**src/hw/lqa_pkg.sv**
```systemverilog
// constants, carriers and state layout of the limit alert qualifier
// Contract
// - each undervoltage threshold is a 16-bit two's complement value in every mode.
// - four undervoltage threshold registers sit at consecutive addresses, channel 1 lowest.
// - an overcurrent alert is raised only after the selected run of conversions above limit.
// - an undercurrent alert is raised only after the selected run of conversions past limit.
// - an overpower alert is raised only after the selected run of conversions beyond limit.
// - an overvoltage alert is raised only after the selected run of conversions above limit.
// - a 2-bit sample field selects 1, 4, 8 or 16 samples for codes 00, 01, 10, 11.
// - every field of the four sample-count registers comes out of reset as 00, one sample; the undervoltage fields come from uv_sample_sel_i.
// - channel 1 uses bits 7-6 of a sample register, channel 4 bits 1-0.
// - a run counter holds until a finished conversion shows the condition has gone.
// - after an alert is cleared one conversion without the condition resets its state.
// - overpower compares magnitude of the top 24 power bits against the limit.
// - alerts act only when enabled, and enables take effect on a refresh.
package lqa_pkg;
  localparam int NCH   = 4;
  localparam int NCOND = 5;
  localparam int NALR  = NCH * NCOND;
  localparam int THR_W = 16;
  localparam int POW_W = 24;
  localparam int CNT_W = 5;
  localparam int SEL_W = 2;
  localparam int REG_W = 8;

  localparam logic [7:0] ADDR_UV_THR_FIRST = 8'h40;
  localparam logic [7:0] ADDR_UV_THR_LAST  = 8'h43;
  localparam logic [7:0] ADDR_OC_CNT       = 8'h44;
  localparam logic [7:0] ADDR_UC_CNT       = 8'h45;
  localparam logic [7:0] ADDR_OP_CNT       = 8'h46;
  localparam logic [7:0] ADDR_OV_CNT       = 8'h47;

  // condition slots; alert index is cond * NCH + channel
  localparam int COND_OC = 0;
  localparam int COND_UC = 1;
  localparam int COND_OP = 2;
  localparam int COND_OV = 3;
  localparam int COND_UV = 4;

  localparam int SEL_CH1_LSB = 6;

  localparam logic [1:0] SEL_ONE     = 2'h0;
  localparam logic [1:0] SEL_FOUR    = 2'h1;
  localparam logic [1:0] SEL_EIGHT   = 2'h2;
  localparam logic [1:0] SEL_SIXTEEN = 2'h3;

  localparam logic [CNT_W-1:0] TGT_ONE     = 5'h01;
  localparam logic [CNT_W-1:0] TGT_FOUR    = 5'h04;
  localparam logic [CNT_W-1:0] TGT_EIGHT   = 5'h08;
  localparam logic [CNT_W-1:0] TGT_SIXTEEN = 5'h10;

  localparam logic [THR_W-1:0] UV_THR_RST  = 16'h0000;
  localparam logic [REG_W-1:0] CNT_SEL_RST = 8'h00;

  typedef struct packed {
    logic signed [THR_W-1:0] vbus;
    logic signed [THR_W-1:0] vsense;
    logic signed [POW_W-1:0] power;
  } lqa_meas_s;

  typedef struct packed {
    logic signed [THR_W-1:0] oc;
    logic signed [THR_W-1:0] uc;
    logic signed [POW_W-1:0] op;
    logic signed [THR_W-1:0] ov;
  } lqa_limit_s;

  typedef struct packed {
    logic [7:0]       addr;
    logic             wr;
    logic             rd;
    logic [THR_W-1:0] wdata;
  } lqa_reg_req_s;

  typedef struct packed {
    logic [NCH-1:0][THR_W-1:0]  uv_thr;
    logic [NCH-1:0][REG_W-1:0]  sel_reg;
    logic [NALR-1:0][CNT_W-1:0] cnt;
    logic [NALR-1:0]            alert;
    logic [NALR-1:0]            en_act;
    logic [THR_W-1:0]           rdata;
    logic                       rvalid;
  } lqa_state_s;

  localparam lqa_state_s ST_RST = '{
    uv_thr:  {NCH{UV_THR_RST}},
    sel_reg: {NCH{CNT_SEL_RST}},
    default: '0
  };

  function automatic logic [CNT_W-1:0] lqa_target(input logic [SEL_W-1:0] sel);
    logic [CNT_W-1:0] t;
    t = TGT_ONE;
    case (sel)
      SEL_ONE:     t = TGT_ONE;
      SEL_FOUR:    t = TGT_FOUR;
      SEL_EIGHT:   t = TGT_EIGHT;
      SEL_SIXTEEN: t = TGT_SIXTEEN;
      default:     t = TGT_ONE;
    endcase
    return t;
  endfunction
endpackage

```
**src/hw/lqa_qualifier.sv**
```systemverilog
// limit alert qualifier: undervoltage thresholds, sample-count registers, run counters
`timescale 1ns/1ps
module lqa_qualifier
  import lqa_pkg::*;
(
  input  wire logic                     clk_i,
  input  wire logic                     rst_i,
  input  wire logic                     ce_i,
  input  wire lqa_reg_req_s             reg_req_i,
  output logic      [THR_W-1:0]         reg_rdata_o,
  output logic                          reg_rvalid_o,
  input  wire logic                     conv_done_i,
  input  wire lqa_meas_s  [NCH-1:0]     meas_i,
  input  wire lqa_limit_s [NCH-1:0]     limits_i,
  input  wire logic       [REG_W-1:0]   uv_sample_sel_i,
  input  wire logic       [NALR-1:0]    alert_en_i,
  input  wire logic                     refresh_i,
  input  wire logic       [NALR-1:0]    alert_clr_i,
  output logic            [NALR-1:0]    alert_o
);

  lqa_state_s                  st;
  lqa_state_s                  next_st;
  logic [NALR-1:0]             cond;
  logic [NALR-1:0]             hit;
  logic [NALR-1:0][CNT_W-1:0]  tgt;
  logic [NALR-1:0][CNT_W-1:0]  cnt_inc;
  logic [NCOND-1:0][REG_W-1:0] sel_all;

  // the undervoltage sample register lives in a neighbouring bank
  assign sel_all = {uv_sample_sel_i, st.sel_reg};

  // per-channel comparators
  for (genvar ch = 0; ch < NCH; ch++) begin : g_ch
    logic signed [POW_W:0] pw;
    logic signed [POW_W:0] lim;
    logic signed [POW_W:0] nlim;
    // one extra bit so negating the most negative limit cannot wrap
    assign pw   = {meas_i[ch].power[POW_W-1], meas_i[ch].power};
    assign lim  = {limits_i[ch].op[POW_W-1], limits_i[ch].op};
    assign nlim = -lim;
    assign cond[COND_OC*NCH+ch] = meas_i[ch].vsense > limits_i[ch].oc;
    assign cond[COND_UC*NCH+ch] = meas_i[ch].vsense < limits_i[ch].uc;
    assign cond[COND_OP*NCH+ch] = (pw > lim) || (pw < nlim);
    assign cond[COND_OV*NCH+ch] = meas_i[ch].vbus > limits_i[ch].ov;
    assign cond[COND_UV*NCH+ch] = meas_i[ch].vbus < $signed(st.uv_thr[ch]);

    // per-condition field select for this channel
    for (genvar c = 0; c < NCOND; c++) begin : g_cond
      assign tgt[c*NCH+ch] =
        lqa_target(sel_all[c][SEL_CH1_LSB-SEL_W*ch +: SEL_W]);
    end

  end

  // run counters, saturating at the largest selectable count
  for (genvar k = 0; k < NALR; k++) begin : g_alr
    assign cnt_inc[k] = (st.cnt[k] < TGT_SIXTEEN) ? CNT_W'(st.cnt[k] + 1'b1) : st.cnt[k];
    assign hit[k]     = cond[k] && st.en_act[k] && (cnt_inc[k] >= tgt[k]);

  end

  always_comb begin
    next_st = st;
    if (ce_i) begin
      // the answer pulse is frozen with the rest of the state while ce_i is low
      next_st.rvalid = 1'b0;
      // register writes; the host is expected to have disabled alerts first
      if (reg_req_i.wr) begin
        case (reg_req_i.addr)
          ADDR_OC_CNT: next_st.sel_reg[COND_OC] = reg_req_i.wdata[REG_W-1:0];
          ADDR_UC_CNT: next_st.sel_reg[COND_UC] = reg_req_i.wdata[REG_W-1:0];
          ADDR_OP_CNT: next_st.sel_reg[COND_OP] = reg_req_i.wdata[REG_W-1:0];
          ADDR_OV_CNT: next_st.sel_reg[COND_OV] = reg_req_i.wdata[REG_W-1:0];
          default: begin
            if (reg_req_i.addr >= ADDR_UV_THR_FIRST && reg_req_i.addr <= ADDR_UV_THR_LAST) begin
              next_st.uv_thr[reg_req_i.addr[1:0]] = reg_req_i.wdata;
            end
          end
        endcase
      end
      // reads answer one cycle later; unmapped addresses read zero
      if (reg_req_i.rd) begin
        next_st.rvalid = 1'b1;
        case (reg_req_i.addr)
          ADDR_OC_CNT: next_st.rdata = {8'h00, st.sel_reg[COND_OC]};
          ADDR_UC_CNT: next_st.rdata = {8'h00, st.sel_reg[COND_UC]};
          ADDR_OP_CNT: next_st.rdata = {8'h00, st.sel_reg[COND_OP]};
          ADDR_OV_CNT: next_st.rdata = {8'h00, st.sel_reg[COND_OV]};
          default: begin
            if (reg_req_i.addr >= ADDR_UV_THR_FIRST && reg_req_i.addr <= ADDR_UV_THR_LAST) begin
              next_st.rdata = st.uv_thr[reg_req_i.addr[1:0]];
            end else begin
              next_st.rdata = '0;
            end
          end
        endcase
      end
      if (refresh_i) begin
        next_st.en_act = alert_en_i;
      end
      next_st.alert = st.alert & ~alert_clr_i;
      if (conv_done_i) begin
        for (int k = 0; k < NALR; k++) begin
          if (cond[k]) begin
            next_st.cnt[k] = cnt_inc[k];
            // a qualifying conversion beats a clear in the same cycle
            if (hit[k]) begin
              next_st.alert[k] = 1'b1;
            end
          end else begin
            // only a finished conversion may restart the run
            next_st.cnt[k] = '0;
          end
        end
      end
    end
  end

  always_ff @(posedge clk_i) begin
    if (rst_i) begin
      st <= ST_RST;
    end else begin
      st <= next_st;
    end
  end

  assign reg_rdata_o  = st.rdata;
  assign reg_rvalid_o = st.rvalid;
  assign alert_o      = st.alert;

  // register map checks, one set per sample-count register and threshold
  for (genvar r = 0; r < COND_UV; r++) begin : g_regchk

  end
endmodule

```
**config.mk**
```make
export PLATFORM = sky130hd
export DESIGN_NAME = lqa_qualifier
export DESIGN_NICKNAME = d
export VERILOG_FILES = /design/src/hw/lqa_pkg.sv /design/src/hw/lqa_qualifier.sv
export SDC_FILE = /design/constraint.sdc
export NUM_CORES = 1
export LEC_CHECK = 0
export BUFFER_PORTS_ARGS = -buffer_cell sky130_fd_sc_hd__clkbuf_2
export CAP_MARGIN = 15
export CORE_ASPECT_RATIO = 1.2
export CORE_UTILIZATION = 45
export DETAILED_ROUTE_END_ITERATION = 7
export PLACE_DENSITY = 0.69
export SLEW_MARGIN = 15
export SYNTH_ARGS = -nofsm -noshare
export SYNTH_HDL_FRONTEND = slang
export SYNTH_SLANG_ARGS = --single-unit
```
**constraint.sdc**
```tcl
create_clock -name clk_i -period 6.55 [get_ports clk_i]
set_clock_uncertainty 0.2 [all_clocks]
set_input_delay 0.9825 -clock clk_i [delete_from_list [all_inputs] [get_ports clk_i]]
set_output_delay 0.9825 -clock clk_i [all_outputs]
set_load 0.01 [all_outputs]
```
==> flow_metrics.tcl <==
set metrics [dict create \
    post_cts_buffers 0 \
    rows 97 \
    cp.arrival_ns 5.08 \
    p_leak_uw 0.01467 \
    layout_commonest_cell "clkbuf_2" \
    dp_cells 4669 \
    r2r_setup_slack_ns 3.14 \
    die_y_um 267.7 \
    final_cell_count_no_fill 4725 \
    layout-drive-gt1-share_pct 19.11 \
    area_delta_synth_final_pct 17.40 \
    first_iter_violations 1296 \
    vdd_ir_drop_max_uv 164.4 \
    gp_congestion 0.9280 \
    cts-resized-gates 0 \
    fin_crit_sh_pct 74.40 \
    drt_wl_total_mm 81.73 \
    rr_worst_depth 10 \
    hold_class "register to register" \
    synth_edf_count 0 \
    cts_inserted_buffers 28 \
    slew_violations 0 \
    cp_max_fo 7 \
    hp-start "alert_o[14]" \
    syn_inst 3422 \
    cts_tree "built" \
    ys_async_sr_fraction_pct 0 \
    r2r_start "st[230]" \
    design_area_um2 31070 \
    rr_endpoint "st[147]" \
    clkLatencyLatePin_ns 0.58 \
    max_freq_ghz 0.2052 \
    hold_viol 0 \
    clk_pin_slew_ns 0.06 \
    hold_depth 2 \
    worst_setup_path_end_kind "register" \
    synth.distinct_cells 67 \
    finalSetupViolCount 0 \
    finalWorstSetupSlack_ns 1.677 \
    worstHoldEndpoint "alert_o[14]" \
    fp.coreArea_um2 58260 \
    antenna_found_initial 6 \
    clockBufferDepth 3 \
    syn_avg_cell_area_um2 7.734 \
    synth-seq-cells 253 \
    yosysSeqAreaShare_pct 19.14 \
    syn-num-nets 4557 \
    first_pass_iters 5 \
    vias_per_cell 5.503 \
    grt.overflow.total 0 \
    die_w_um 223.4 \
    cts_root_buf "clkbuf_16" \
    cts.sinks 253 \
    slew-limit-headroom_pct 21.97 \
    cellPowerDensity_nw_per_um2 144.1 \
    wire_per_inst_um 17.30 \
    grt_pass1_wl_mm 127.6 \
    drc 0 \
    drv_cap 0 \
    ant_nets 0 \
    initial_core_util_pct 45.43 \
    holdBufCountCts 0 \
    grt_max_degree 168 \
    hpwl_mm 67.38 \
    status "completed" \
    h-tree-depth 1 \
    nNetsFinal 5092 \
    io_pins 628 \
    period_needed_ns 4.873 \
    startpoint_type "input port" \
    numPortBuffers 627 \
    finalSetupTns_ns 0 \
    place_area_um2 30020 \
    worst-slew-pin-transition_ns 1.141 \
    rsz0062_at_grt "false" \
    crit_type "input port to register" \
    final_cell_mix "clkbuf_2, ha_1, nand2_1" \
    vias 26000 \
    worstPathRequired_ns 6.76 \
    synthFlopType "dfxtp_1" \
    post-place-ws_ns 1.135 \
    fp.dieArea_um2 59790 \
    first_global_vias 25180 \
    syn_area_um2 26460 \
    gr-usage-all-layers_pct 26.39 \
    hold_slack_ns 0.2513 \
    ys_warn_count 0 \
]
==> synthesized netlist by cell type, types with 8 or more instances <==
cell type  count  share of area [%]
ha_1         544                 26
nand2_1      452                6.4
inv_1        375                5.3
a21oi_1      300                5.7
dfxtp_1      253                 19
nor2_1       169                2.4
xnor2_1      137                4.5
a21o_1       102                2.9
nand4_1       95                2.2
nand2b_1      93                2.2
clkbuf_1      92                1.3
nor3_1        88                1.7
o21ai_0       85                1.6
nand3_1       82                1.6
nor2b_1       52                1.2
buf_4         36                1.0
nand4b_1      32                1.1
a211oi_1      29               0.82
xor2_1        28               0.93
nor4_1        27               0.64
o211ai_1      26               0.74
mux2i_1       19               0.72
nand3b_1      19               0.54
a2111oi_0     18               0.60
a31o_2        17               0.56
a31oi_1       17               0.40
mux4_2        16                1.4
a22oi_1       13               0.37
o22ai_1       12               0.28
and2_1        11               0.26
o21a_1        11               0.31
or2_2         11               0.26
a221oi_1       9               0.30
o2111ai_1      9               0.30
and3_1         8               0.19
mux2_2         8               0.34
o41ai_1        8               0.26
or3_1          8               0.19
==> how the worst max path moves through the flow <==
stage	from	end	cells past startpoint	slack (ns)
finish	limits_i[92]	st[102]	15	1.68
global route	limits_i[92]	st[102]	17	1.41
CTS	limits_i[92]	st[102]	15	1.75
detailed placement	limits_i[92]	st[103]	15	1.13
global placement	limits_i[234]	st[113]	17	1.22
floorplan	limits_i[234]	st[113]	16	1.57
==> area by class of cell <==
| class | instances | area, um2 |
|---|---|---|
| tap | 742 | 928.4 |
| sequential | 253 | 5065 |
| clock inverter | 12 | 217.7 |
| fill | 5712 | 27190 |
| antenna | 5 | 12.51 |
| timing repair buffer | 640 | 3257 |
| inverter | 375 | 1408 |
| multi-input combinational | 2659 | 19370 |
| clock buffer | 39 | 812.0 |
==> metrics by stage <==
step | utilization (%) | total power (uW)
final | 53.33 | 4476
after global routing | 53.33 | 4727
after floorplan | - | 2295
after detailed placement | 51.53 | 2751
after CTS | 53.29 | 4525
after global placement | 51.53 | 2733
==> metal layers <==
metal,share of wire [%],global-route usage (%)
met1,41,31.05
met2,48,46.98
met3,6.5,4.443
met4,4.1,11.44
met5,0.033,0
==> critical path, stage by stage <==
cell and delay (ns):
clkbuf_2 0.11, nor4_1 0.37, nand2_1 0.20, or4_1 0.62
nor4_2 0.48, nand3_1 0.16, xnor2_1 0.15, ha_1 0.30
nand4_1 0.13, or4_1 0.54, a221oi_1 0.27, or4_1 0.16
nand4_1 0.29, nand3_1 0.21, a31oi_1 0.10
==> registers in the layout, summed over array words and instances, names as in the netlist <==
name,flops
reg_rvalid_o,1
reg_rdata_o,16
st,184
sel_all,32
alert_o,20
==> power by group <==
group	leakage [uW]	total (uW)	internal, uW	switching, uW
sequential	0.00204	1590	1560	24.0
clock	0.000494	1750	1060	689
combinational	0.0121	1140	498	639
==> logic make-up (layout without fill, tap and decap cells) <==
logic type      Yosys count  in the layout  share of synthesized area [%]
mux                      43             43                          2.421
fa+ha+maj               544            544                          25.72
compound gates          718            718                          17.15
flops                   253            253                          19.14
xor+xnor                165            165                          5.461
simple gates           1189           1189                          22.37
other cells               0              5                              0
buf+inv                 510           1066                          7.744
Note: power is estimated with default switching activity, not from simulation.
